==> src/hdl/plm_pkg.sv <==
// plm_pkg: shared constants and types for the indicator and gpio pin mux
// assumes: a 32-bit axi4-lite register port and one core clock
package plm_pkg;
	localparam int CLK_MHZ = 200;
	localparam int BLINK_MS = 50;
	localparam int BLINK_CYCLES = BLINK_MS * 1000 * CLK_MHZ;
	localparam logic [7:0] ADDR_FUNC = 8'h00;
	localparam logic [7:0] ADDR_GPIO_OUT = 8'h04;
	localparam logic [7:0] ADDR_GPIO_OE = 8'h08;
	localparam logic [7:0] ADDR_STATUS = 8'h0C;
	localparam logic [7:0] ADDR_LINE = 8'h10;
	localparam logic [1:0] RESP_OKAY = 2'h0;
	localparam logic [1:0] RESP_DECERR = 2'h3;
	// function select codes
	localparam logic [1:0] LNK_LINK = 2'h0;
	localparam logic [1:0] LNK_ACT = 2'h1;
	localparam logic [1:0] SPD_TRI = 2'h0;
	localparam logic [1:0] SPD_SPEED = 2'h1;
	localparam logic [1:0] SPD_GPIO = 2'h2;
	localparam logic [1:0] COL_COLL = 2'h0;
	localparam logic [1:0] COL_LED = 2'h1;
	localparam logic [1:0] COL_GPIO = 2'h2;
	localparam logic [1:0] RXD_DATA = 2'h0;
	localparam logic [1:0] RXD_LED = 2'h1;
	localparam logic [1:0] RXD_GPIO = 2'h2;
	// mac interface modes
	localparam logic [1:0] MAC_MII = 2'h0;
	localparam logic [1:0] MAC_RMII = 2'h1;
	localparam logic [1:0] MAC_RGMII = 2'h2;
	// line mode request / result
	localparam logic [1:0] LINE_AUTO = 2'h0;
	localparam logic [1:0] LINE_10T = 2'h1;
	localparam logic [1:0] LINE_100TX = 2'h2;
	localparam logic [1:0] LINE_100FX = 2'h3;
	localparam int FLD_LNK = 0;
	localparam int FLD_SPD = 2;
	localparam int FLD_COL = 4;
	localparam int FLD_RXD = 6;
	localparam int FLD_LINE = 0;
	// msb first, so lnk lands in bits 1:0 as the field positions say
	typedef struct packed {
		logic [1:0] rxd;
		logic [1:0] col;
		logic [1:0] spd;
		logic [1:0] lnk;
	} plm_func_t;
	typedef struct packed {
		logic linkUp;
		logic speed100;
		logic fullDuplex;
		logic txActive;
		logic rxActive;
		logic fxDetect;
	} plm_phy_t;
	typedef enum logic [2:0] {
		BL_IDLE = 3'b001,
		BL_OFF = 3'b010,
		BL_ON = 3'b100
	} plm_blink_t;
endpackage

==> src/hdl/plm_sync.sv <==
// plm_sync: three-stage synchroniser for a pin input
// assumes: pin is asynchronous to core_clk
`timescale 1ns/100ps
`default_nettype none
module plm_sync (
	// clock
	input wire logic core_clk,
	input wire logic reset,
	input wire logic clkEn,
	// data
	input wire logic pinIn,
	output logic level
);
	logic s1, s2, s3;
	always_ff @(posedge core_clk) begin
		if (reset) begin
			s1 <= 1'b0;
			s2 <= 1'b0;
			s3 <= 1'b0;
		end else if (clkEn) begin
			s1 <= pinIn;
			s2 <= s1;
			s3 <= s2;
		end
	end
	// level moves only once stages two and three agree
	always_ff @(posedge core_clk) begin
		if (reset)
			level <= 1'b0;
		else if (clkEn && s2 == s3)
			level <= s3;
	end
endmodule
`default_nettype wire

==> src/hdl/plm_pin_mux.sv <==
// plm_pin_mux: indicator, gpio and line-mode selection for a 10/100 phy
// assumes: phy status from the core on core_clk; pins split into in/out/oe
//
// Register access over AXI4-Lite and the register offsets are this design's own decisions.
`timescale 1ns/100ps
`default_nettype none
module plm_pin_mux #(
	parameter int BLINK_HALF = plm_pkg::BLINK_CYCLES
) (
	// clock and reset
	input wire logic core_clk,
	input wire logic reset,
	input wire logic clkEn,
	// axi4-lite slave
	input wire logic [7:0] s_axi_awaddr,
	input wire logic s_axi_awvalid,
	output logic s_axi_awready,
	input wire logic [31:0] s_axi_wdata,
	input wire logic [3:0] s_axi_wstrb,
	input wire logic s_axi_wvalid,
	output logic s_axi_wready,
	output logic [1:0] s_axi_bresp,
	output logic s_axi_bvalid,
	input wire logic s_axi_bready,
	input wire logic [7:0] s_axi_araddr,
	input wire logic s_axi_arvalid,
	output logic s_axi_arready,
	output logic [31:0] s_axi_rdata,
	output logic [1:0] s_axi_rresp,
	output logic s_axi_rvalid,
	input wire logic s_axi_rready,
	// phy core status and straps
	input wire plm_pkg::plm_phy_t phy,
	input wire logic [1:0] macMode,
	input wire logic [1:0] autoLine,
	input wire plm_pkg::plm_func_t strapFunc,
	input wire logic rxData3,
	// pins
	output logic link_indicator_pin,
	input wire logic speed_indicator_pin_in,
	output logic speed_indicator_pin_out,
	output logic speed_indicator_pin_oe,
	input wire logic colPinIn,
	output logic colPinOut,
	output logic colPinOe,
	input wire logic rxd3PinIn,
	output logic rxd3PinOut,
	output logic rxd3PinOe,
	// media line selection and signal detect
	output logic [1:0] lineMode,
	output logic signalDetect
);
	plm_pkg::plm_func_t func;
	logic [2:0] gpioOut, gpioOe, gpioIn;
	logic [1:0] lineReq;
	logic strapDone;
	logic awHeld, wHeld;
	logic [7:0] awAddr;
	logic [31:0] wData;
	logic [3:0] wStrb;
	logic fxMode, blinkLed, collision;
	plm_pkg::plm_blink_t blinkState;
	logic [31:0] blinkCnt;
	logic [31:0] rdWord;
	logic rdOk;

	function automatic logic mapped(input logic [7:0] a);
		return a == plm_pkg::ADDR_FUNC || a == plm_pkg::ADDR_GPIO_OUT ||
			a == plm_pkg::ADDR_GPIO_OE || a == plm_pkg::ADDR_STATUS ||
			a == plm_pkg::ADDR_LINE;
	endfunction

	// three pin inputs go through the same synchroniser
	plm_sync uSyncSpd (.core_clk(core_clk), .reset(reset), .clkEn(clkEn),
		.pinIn(speed_indicator_pin_in), .level(gpioIn[0]));
	plm_sync uSyncCol (.core_clk(core_clk), .reset(reset), .clkEn(clkEn),
		.pinIn(colPinIn), .level(gpioIn[1]));
	plm_sync uSyncRxd (.core_clk(core_clk), .reset(reset), .clkEn(clkEn),
		.pinIn(rxd3PinIn), .level(gpioIn[2]));

	// write address and data may arrive in either order
	assign s_axi_awready = !awHeld && !s_axi_bvalid;
	assign s_axi_wready = !wHeld && !s_axi_bvalid;
	always_ff @(posedge core_clk) begin
		if (reset) begin
			awHeld <= 1'b0;
			awAddr <= 8'h00;
		end else if (clkEn) begin
			if (s_axi_awvalid && s_axi_awready) begin
				awHeld <= 1'b1;
				awAddr <= s_axi_awaddr;
			end else if (awHeld && wHeld) begin
				awHeld <= 1'b0;
			end
		end
	end
	always_ff @(posedge core_clk) begin
		if (reset) begin
			wHeld <= 1'b0;
			wData <= 32'h0000_0000;
			wStrb <= 4'h0;
		end else if (clkEn) begin
			if (s_axi_wvalid && s_axi_wready) begin
				wHeld <= 1'b1;
				wData <= s_axi_wdata;
				wStrb <= s_axi_wstrb;
			end else if (awHeld && wHeld) begin
				wHeld <= 1'b0;
			end
		end
	end
	always_ff @(posedge core_clk) begin
		if (reset) begin
			s_axi_bvalid <= 1'b0;
			s_axi_bresp <= plm_pkg::RESP_OKAY;
		end else if (clkEn) begin
			if (awHeld && wHeld) begin
				s_axi_bvalid <= 1'b1;
				s_axi_bresp <= mapped(awAddr) ? plm_pkg::RESP_OKAY : plm_pkg::RESP_DECERR;
			end else if (s_axi_bready) begin
				s_axi_bvalid <= 1'b0;
			end
		end
	end

	// strap caught in the first enabled cycle after reset, then software owns it
	always_ff @(posedge core_clk) begin
		if (reset) begin
			strapDone <= 1'b0;
			func <= '0;
		end else if (clkEn) begin
			if (!strapDone) begin
				strapDone <= 1'b1;
				func <= strapFunc;
			end else if (awHeld && wHeld && awAddr == plm_pkg::ADDR_FUNC && wStrb[0]) begin
				func <= plm_pkg::plm_func_t'(wData[7:0]);
			end
		end
	end
	always_ff @(posedge core_clk) begin
		if (reset) begin
			gpioOut <= 3'h0;
			gpioOe <= 3'h0;
			lineReq <= plm_pkg::LINE_AUTO;
		end else if (clkEn && awHeld && wHeld && wStrb[0]) begin
			if (awAddr == plm_pkg::ADDR_GPIO_OUT)
				gpioOut <= wData[2:0];
			if (awAddr == plm_pkg::ADDR_GPIO_OE)
				gpioOe <= wData[2:0];
			if (awAddr == plm_pkg::ADDR_LINE)
				lineReq <= wData[plm_pkg::FLD_LINE +: 2];
		end
	end

	// read channel: one-cycle answer, held until rready
	assign s_axi_arready = !s_axi_rvalid;
	always_comb begin
		rdWord = 32'h0000_0000;
		rdOk = 1'b1;
		case (s_axi_araddr)
			plm_pkg::ADDR_FUNC: rdWord[7:0] = func;
			plm_pkg::ADDR_GPIO_OUT: rdWord[2:0] = gpioOut;
			plm_pkg::ADDR_GPIO_OE: rdWord[2:0] = gpioOe;
			plm_pkg::ADDR_STATUS: rdWord = {24'h000000, signalDetect, lineMode, gpioIn,
				phy.linkUp, phy.speed100};
			plm_pkg::ADDR_LINE: rdWord[1:0] = lineReq;
			default: rdOk = 1'b0;
		endcase
	end
	always_ff @(posedge core_clk) begin
		if (reset) begin
			s_axi_rvalid <= 1'b0;
			s_axi_rdata <= 32'h0000_0000;
			s_axi_rresp <= plm_pkg::RESP_OKAY;
		end else if (clkEn) begin
			if (s_axi_arvalid && s_axi_arready) begin
				s_axi_rvalid <= 1'b1;
				s_axi_rdata <= rdWord;
				s_axi_rresp <= rdOk ? plm_pkg::RESP_OKAY : plm_pkg::RESP_DECERR;
			end else if (s_axi_rready) begin
				s_axi_rvalid <= 1'b0;
			end
		end
	end

	// line mode: forced request wins, else follows negotiation
	always_ff @(posedge core_clk) begin
		if (reset)
			lineMode <= plm_pkg::LINE_AUTO;
		else if (clkEn)
			lineMode <= (lineReq == plm_pkg::LINE_AUTO) ? autoLine : lineReq;
	end
	assign fxMode = lineMode == plm_pkg::LINE_100FX;

	// blink: one off/on cycle of fixed length each time activity is seen while idle
	always_ff @(posedge core_clk) begin
		if (reset) begin
			blinkState <= plm_pkg::BL_IDLE;
			blinkCnt <= 32'h0000_0000;
		end else if (clkEn) begin
			case (blinkState)
				plm_pkg::BL_IDLE: begin
					blinkCnt <= 32'h0000_0000;
					if (phy.txActive || phy.rxActive)
						blinkState <= plm_pkg::BL_OFF;
				end
				plm_pkg::BL_OFF, plm_pkg::BL_ON: begin
					if (blinkCnt == 32'(BLINK_HALF - 1)) begin
						blinkCnt <= 32'h0000_0000;
						blinkState <= (blinkState == plm_pkg::BL_OFF) ? plm_pkg::BL_ON :
							plm_pkg::BL_IDLE;
					end else begin
						blinkCnt <= blinkCnt + 32'h0000_0001;
					end
				end
				default: blinkState <= plm_pkg::BL_IDLE;
			endcase
		end
	end
	assign blinkLed = blinkState != plm_pkg::BL_OFF;

	assign collision = !phy.fullDuplex && phy.txActive && phy.rxActive;

	// pin outputs registered; rx data three keeps data unless rmii
	always_ff @(posedge core_clk) begin
		if (reset) begin
			link_indicator_pin <= 1'b0;
			speed_indicator_pin_out <= 1'b0;
			speed_indicator_pin_oe <= 1'b0;
			colPinOut <= 1'b0;
			colPinOe <= 1'b0;
			rxd3PinOut <= 1'b0;
			rxd3PinOe <= 1'b0;
			signalDetect <= 1'b0;
		end else if (clkEn) begin
			if (func.lnk == plm_pkg::LNK_ACT)
				link_indicator_pin <= phy.linkUp && blinkLed;
			else
				link_indicator_pin <= phy.linkUp;
			signalDetect <= fxMode && gpioIn[0];
			if (fxMode) begin
				speed_indicator_pin_oe <= 1'b0;
				speed_indicator_pin_out <= 1'b0;
			end else if (func.spd == plm_pkg::SPD_SPEED) begin
				speed_indicator_pin_oe <= 1'b1;
				speed_indicator_pin_out <= phy.linkUp && phy.speed100;
			end else if (func.spd == plm_pkg::SPD_GPIO) begin
				speed_indicator_pin_oe <= gpioOe[0];
				speed_indicator_pin_out <= gpioOut[0];
			end else begin
				speed_indicator_pin_oe <= 1'b0;
				speed_indicator_pin_out <= 1'b0;
			end
			if (func.col == plm_pkg::COL_GPIO) begin
				colPinOe <= gpioOe[1];
				colPinOut <= gpioOut[1];
			end else if (func.col == plm_pkg::COL_LED &&
				((macMode == plm_pkg::MAC_MII && phy.fullDuplex) || macMode != plm_pkg::MAC_MII)) begin
				colPinOe <= 1'b1;
				colPinOut <= phy.linkUp;
			end else begin
				colPinOe <= 1'b1;
				colPinOut <= collision;
			end
			if (macMode != plm_pkg::MAC_RMII) begin
				rxd3PinOe <= 1'b1;
				rxd3PinOut <= rxData3;
			end else if (func.rxd == plm_pkg::RXD_LED) begin
				rxd3PinOe <= 1'b1;
				rxd3PinOut <= phy.linkUp && blinkLed;
			end else if (func.rxd == plm_pkg::RXD_GPIO) begin
				rxd3PinOe <= gpioOe[2];
				rxd3PinOut <= gpioOut[2];
			end else begin
				rxd3PinOe <= 1'b0;
				rxd3PinOut <= 1'b0;
			end
		end
	end
endmodule
`default_nettype wire

==> config.mk <==
export PLATFORM = sky130hd
export DESIGN_NAME = plm_pin_mux
export DESIGN_NICKNAME = d
export VERILOG_FILES = /design/src/hdl/plm_pkg.sv /design/src/hdl/plm_sync.sv /design/src/hdl/plm_pin_mux.sv
export SDC_FILE = /design/constraint.sdc
export NUM_CORES = 1
export LEC_CHECK = 0
export BUFFER_PORTS_ARGS = -buffer_cell sky130_fd_sc_hd__buf_2
export CAP_MARGIN = 20
export CELL_PAD_IN_SITES_DETAIL_PLACEMENT = 0
export CELL_PAD_IN_SITES_GLOBAL_PLACEMENT = 2
export CORE_MARGIN = 5
export CORE_UTILIZATION = 33
export CTS_CLUSTER_DIAMETER = 40
export DETAILED_ROUTE_END_ITERATION = 8
export PLACE_DENSITY_LB_ADDON = 0.1
export SLEW_MARGIN = 10
export SYNTH_ARGS = -nofsm -noshare
export SYNTH_HDL_FRONTEND = slang
export SYNTH_SLANG_ARGS = --single-unit
==> constraint.sdc <==
create_clock -name core_clk -period 3.7 [get_ports core_clk]
set_input_delay 0.37 -clock core_clk [delete_from_list [all_inputs] [get_ports core_clk]]
set_output_delay 0.37 -clock core_clk [all_outputs]
set_load 0.005 [all_outputs]
==> flow_metrics.py, run 1 <==
metrics = {
    "sta": {
        "setup_violations": 0,
        "min_period_over_period_pct": 66.7,
        "fmax_mhz": 405,
        "rsz0062_at_grt": "no",
        "hold_viol_final": 0,
        "fin_setup_tns_ns": 0,
        "setup_ws_ns": 1.23,
        "relSlewSlack_pct": 36.3,
        "maxSlewViolCount": 0,
        "skew_ns": 0.00623,
        "period_needed_ns": 2.47,
        "tightest_slew_ns": 0.948,
    },
    "logic_synthesis": {
        "synth_edf_count": 0,
        "synth_seq_area_share_pct": 41.4,
        "avgSynthCellArea_sq_um": 8.61,
        "ys_ff_latch": 105,
        "synth.distinct_cells": 63,
        "synth_cells": 590,
        "synth_flop_cell": "dfxtp_1",
        "muxShareOfSynthArea_pct": 7.56,
        "synth_xor_area_share_pct": 4.48,
        "netlist_area_sq_mm": 0.00508,
        "synth_compound_area_share_pct": 14.0,
        "synth-simple-area-share_pct": 24.5,
        "synthAdderAreaFrac_pct": 0.246,
        "async_flop_share_pct": 0,
        "ys_warn_count": 0,
        "synth_top_family_by_area": "simple AND/OR/NAND/NOR gates",
    },
    "global_route": {
        "grt_usage_pct": 15.1,
        "grt_max_degree": 54,
        "antenna_found_initial": 0,
        "gr-total-overflow": 0,
        "grt_pass1_wl_um": 21600,
        "grt_pass1_vias": 4062,
    },
    "detailed_routing": {
        "via_per_inst": 5.06,
        "post-route-drc-count": 0,
        "drt_iter0_drc": 311,
        "drtPass1Iterations": 5,
        "route.met2.wl_um": 6940,
        "dr_wl_met3_um": 386,
        "wl_per_cell_um": 16.2,
        "highest-signal-layer": "met4",
        "vias": 4276,
        "wl_met1_um": 6180,
        "routed_wl_um": 13700,
        "drtAntennaViolNets": 0,
    },
    "placement": {
        "portBuffers": 80,
        "hpwl_um": 9950,
        "place_ws_ns": 1.22,
        "gp_congestion": 0.766,
    },
    "power_and_ir_drop": {
        "pwr-share-comb_pct": 9.8,
        "p_int_w": 0.00181,
        "leakage_nw": 2.29,
        "p_sw_share_pct": 26.6,
        "pwr-share-seq_pct": 49.0,
        "p_switching_w": 0.000659,
        "pwr_density_cell_mw_per_mm2": 427,
        "pwr-share-clk_pct": 41.2,
        "ir_drop_v": 0.000230,
    },
    "clock_network": {
        "cts_buffers": 9,
        "ctsResizeCount": 0,
        "clk_latency_ns": 0.35,
        "htreeDepth": 3,
        "postCtsHoldBufs": 0,
        "cts.clk_slew.worst_paths_ns": 0.08,
        "cts_sinks": 105,
        "cts-root-buf": "clkbuf_16",
        "clk_path_buf_depth": 2,
        "post_cts_buffers": 0,
        "cts_tree": "yes",
    },
    "cells_and_area": {
        "fin_util_pct": 38.2,
        "area_growth_syn_to_layout_pct": 14.0,
        "drive_gt1_share_pct": 17.8,
        "num_antenna_cells": 0,
        "nets": 735,
    },
    "worst_setup_path": {
        "path_max_fanout": 26,
        "start_kind": "flop",
        "cp-end-kind": "flop",
        "required_ns": 3.93,
        "cp.arrival_ns": 2.70,
        "setup.worst_path.class": "flop to flop",
    },
    "die": {
        "ios": 133,
        "core_sq_mm": 0.0151,
        "die_h_um": 134,
        "rows": 45,
        "die_w_um": 134,
        "start_util_pct": 33.6,
        "dieArea_sq_mm": 0.0180,
    },
    "run_status": {
        "status": "complete, no violations",
    },
    "job": {
        "maxCapViolations": 0,
    },
    "worst_hold_path": {
        "hold_path_class": "primary input to flop",
    },
}
==> cell families after synthesis <==
kind of cell	count (synthesis)
and+or+nand+nor	248
buffers and inverters	65
adders and majority gates	1
xor gates and xnor gates	26
DFF	105
muxes	38
AOI/OAI and AO/OA	106
other	1
==> final timing paths <==
check                      start      endpoint  slack (ns)  cells after the start
hold / removal    s_axi_wdata[1]      wData[1]        0.24                      3
hold reg to reg         wData[4]      wData[4]        0.46                      2
setup reg to reg    blinkCnt[16]  blinkCnt[18]        1.23                      6
setup / recovery    blinkCnt[16]  blinkCnt[18]        1.23                      6
==> power by group through the flow <==
stage,clock [W],combinational (W),sequential (W)
2_1_floorplan,0,0.000187,0.00122
3_3_place_gp,0,0.000244,0.00124
3_5_place_dp,0,0.000247,0.00124
4_1_cts,0.00106,0.000248,0.00121
5_1_grt,0.00111,0.000273,0.00122
6_report,0.00102,0.000243,0.00121
==> stage by stage <==
step                instances  power [W]  instance area [sq um]  hold WS, ns
floorplan                 613    0.00141                   5170        0.436
global placement          829    0.00148                   5480        0.441
detailed placement        829    0.00149                   5480        0.449
CTS                       845    0.00252                   5790        0.227
global route              845    0.00260                   5790        0.232
finish                    845    0.00247                   5790        0.243
==> placed cells by master (no fill, tap or decap), types with 8 or more instances in the layout <==
master and count:
dfxtp_1 105, nand4_1 19, xor2_1 15, xnor2_1 11
a311oi_1 9, buf_2 80, nand3_1 20, nor2_1 81
nor3_1 16, nand2_1 53, nor2b_1 8, o21ai_0 18
mux2i_1 35, or4_1 9, clkbuf_16 9, and3_1 9
a21oi_1 43, conb_1 24
==> layout make-up <==
class | count | area [sq um]
Multi-Input combinational cell | 443 | 2670
Fill cell | 1612 | 9350
Clock inverter | 6 | 81.3
Timing Repair Buffer | 86 | 445
Sequential cell | 105 | 2100
Inverter | 7 | 26.3
Tap cell | 188 | 235
Clock buffer | 10 | 229
==> synth_stat cells, drive strengths merged, types with 6 or more instances <==
cell	n	area share [%]
dfxtp	105	41
nor2	81	6.0
nand2	53	3.9
a21oi	43	4.2
mux2i	35	6.9
buf	34	5.1
clkbuf	23	2.1
nand3	20	2.0
nand4	19	2.3
o21ai	19	1.9
nor3	16	1.6
xor2	15	2.6
xnor2	11	1.9
a311oi	10	1.8
or4	10	1.6
and3	9	1.1
nor2b	8	0.98
a221oi	7	1.2
inv	6	0.44
nor4	6	0.86
nor4b	6	1.2
==> sequential cells by signal (all words and copies together), names as in the netlist, 2 cells and up <==
register,cells
blinkCnt,32
awAddr,8
func,8
s_axi_rdata,8
wData,8
blinkState,3
gpioOe,3
gpioOut,3
lineMode,2
lineReq,2
==> critical path: stages, from the launching register on <==
cell and delay (ns):
dfxtp_1 0.37, or4b_2 0.64, nor4_1 0.28, a31oi_1 0.40
o21ai_2 0.23, buf_4 0.32, nor2_1 0.10
==> layer usage <==
layer | GRT usage, % | vias up
met2 | 26.1 | 72
met5 | 0 | -
met1 | 19.0 | 1998
met3 | 3.49 | 15
li1 | - | 2191
met4 | 3.96 | 0
(Power assumes the default switching activity.)
==> run 2, diff against run 1 <==
--- a/config.mk
+++ b/config.mk
@@ -10,7 +10,7 @@
 export CELL_PAD_IN_SITES_DETAIL_PLACEMENT = 0
 export CELL_PAD_IN_SITES_GLOBAL_PLACEMENT = 2
 export CORE_MARGIN = 5
-export CORE_UTILIZATION = 33
+export CORE_UTILIZATION = 31
 export CTS_CLUSTER_DIAMETER = 40
 export DETAILED_ROUTE_END_ITERATION = 8
 export PLACE_DENSITY_LB_ADDON = 0.1
==> constraint.sdc (replaced) <==
create_clock -name core_clk -period 2.4 [get_ports core_clk]
set_input_delay 0.24 -clock core_clk [delete_from_list [all_inputs] [get_ports core_clk]]
set_output_delay 0.24 -clock core_clk [all_outputs]
set_load 0.005 [all_outputs]
==> flow_metrics.py, run 2 (synthesis results as in run 1) <==
metrics = {
    "run_status": {
        "status": "complete, no violations",
    },
    "detailed_routing": {
        "drtAntennaViolNets": 0,
        "drtPass1Iterations": 5,
        "route.met2.wl_um": 5650,
        "post-route-drc-count": 0,
        "routed_wl_um": 14200,
        "dr_wl_met3_um": 649,
        "wl_per_cell_um": 15.8,
        "via_per_inst": 5.02,
        "drt_iter0_drc": 278,
        "wl_met1_um": 7640,
        "highest-signal-layer": "met4",
        "vias": 4513,
    },
    "sta": {
        "relSlewSlack_pct": 51.1,
        "holdWs_ns": 0.114,
        "fmax_mhz": 451,
        "setup_violations": 0,
        "tightest_slew_ns": 0.733,
        "setup_ws_ns": 0.183,
        "fin_setup_tns_ns": 0,
        "hold_viol_final": 0,
        "maxSlewViolCount": 0,
        "skew_ns": 0.00764,
        "period_needed_ns": 2.22,
        "rsz0062_at_grt": "no",
        "min_period_over_period_pct": 92.4,
    },
    "power_and_ir_drop": {
        "fin_total_pwr_w": 0.00390,
        "pwr_density_cell_mw_per_mm2": 644,
        "pwr-share-clk_pct": 41.8,
        "p_int_w": 0.00290,
        "p_switching_w": 0.00100,
        "pwr-share-seq_pct": 47.8,
        "p_sw_share_pct": 25.7,
        "pwr-share-comb_pct": 10.4,
        "leakage_nw": 2.43,
        "ir_drop_v": 0.000402,
    },
    "clock_network": {
        "htreeDepth": 3,
        "cts-root-buf": "clkbuf_16",
        "cts_sinks": 105,
        "cts.clk_slew.worst_paths_ns": 0.08,
        "cts_buffers": 9,
        "clk_path_buf_depth": 2,
        "post_cts_buffers": 0,
        "cts_tree": "yes",
        "clk_latency_ns": 0.35,
    },
    "die": {
        "ios": 133,
        "die_w_um": 138,
        "start_util_pct": 31.8,
        "dieArea_sq_mm": 0.0191,
        "die_h_um": 138,
        "rows": 46,
        "core_sq_mm": 0.0160,
    },
    "placement": {
        "place_ws_ns": 0.114,
        "gp_congestion": 0.785,
        "portBuffers": 80,
        "post_dp_cell_area_sq_mm": 0.00573,
        "hpwl_um": 10500,
    },
    "cells_and_area": {
        "largest_reg_flops": 32,
        "final_cell_area_sq_mm": 0.00606,
        "nets": 761,
        "final_common_cell": "dfxtp_1",
        "final_cell_mix": "105 x dfxtp_1, 81 x nor2_1, 80 x buf_2",
        "drive_gt1_share_pct": 21.2,
        "area_growth_syn_to_layout_pct": 19.2,
        "num_antenna_cells": 0,
        "top_register": "blinkCnt",
    },
    "worst_setup_path": {
        "cp.arrival_ns": 2.52,
        "setup.worst_path.class": "flop to flop",
        "cp-end-kind": "flop",
        "path_max_fanout": 8,
        "required_ns": 2.70,
        "start_kind": "flop",
    },
    "global_route": {
        "antenna_found_initial": 0,
        "grt_pass1_wl_um": 22900,
        "grt_usage_pct": 14.6,
        "gr-total-overflow": 0,
        "grt_max_degree": 67,
        "grt_pass1_vias": 4291,
    },
    "worst_hold_path": {
        "hold_path_class": "primary input to flop",
    },
    "job": {
        "maxCapViolations": 0,
    },
}
==> run 2: through the flow <==
| step | cells | util, % |
|---|---|---|
| final | 899 | 37.9 |
| after global routing | 899 | 37.9 |
| after CTS | 899 | 37.8 |
| after detailed placement | 883 | 35.8 |
| after global placement | 883 | 35.8 |
| after floorplan | 613 | - |
==> run 2: final timing paths <==
| check | start | endpoint | slack (ns) | depth (start not counted) |
|---|---|---|---|---|
| hold reg to reg | wData[6] | wData[6] | 0.46 | 2 |
| setup / recovery | blinkCnt[14] | blinkState[0] | 0.18 | 5 |
| setup reg to reg | blinkCnt[14] | blinkState[0] | 0.18 | 5 |
| hold / removal | s_axi_wdata[4] | wData[4] | 0.11 | 3 |
==> run 2: critical path: stages, from the launching register on <==
cell	delay (ns)
dfxtp_1	0.34
or4b_2	0.66
nor4_1	0.30
a31oi_2	0.29
a2111oi_0	0.43
a211o_1	0.14
==> run 2: timing repair <==
action,CTS,global route
setup endpoints to repair,0,28
hold buffers,0,0
resized for setup,0,1
==> run 2: final cells by class <==
cell class	instances	area, sq um
Timing Repair Buffer	112	653
Multi-Input combinational cell	443	2680
Clock inverter	7	103
Tap cell	216	270
Fill cell	1709	9940
Inverter	7	26.3
Sequential cell	105	2100
Clock buffer	9	225
==> run 2: power groups by stage <==
stage / Clock [W] / Combinational (W) / Sequential, W
finish: 0.00163 / 0.000407 / 0.00187
global route: 0.00174 / 0.000456 / 0.00188
CTS: 0.00169 / 0.000409 / 0.00187
detailed placement: 0 / 0.000407 / 0.00191
global placement: 0 / 0.000402 / 0.00191
floorplan: 0 / 0.000288 / 0.00188
==> run 2: per-layer routing <==
metal	track usage [%]	vias up
met2	20.2	126
met5	0	-
met4	4.78	0
li1	-	2251
met3	2.62	15
met1	22.7	2121
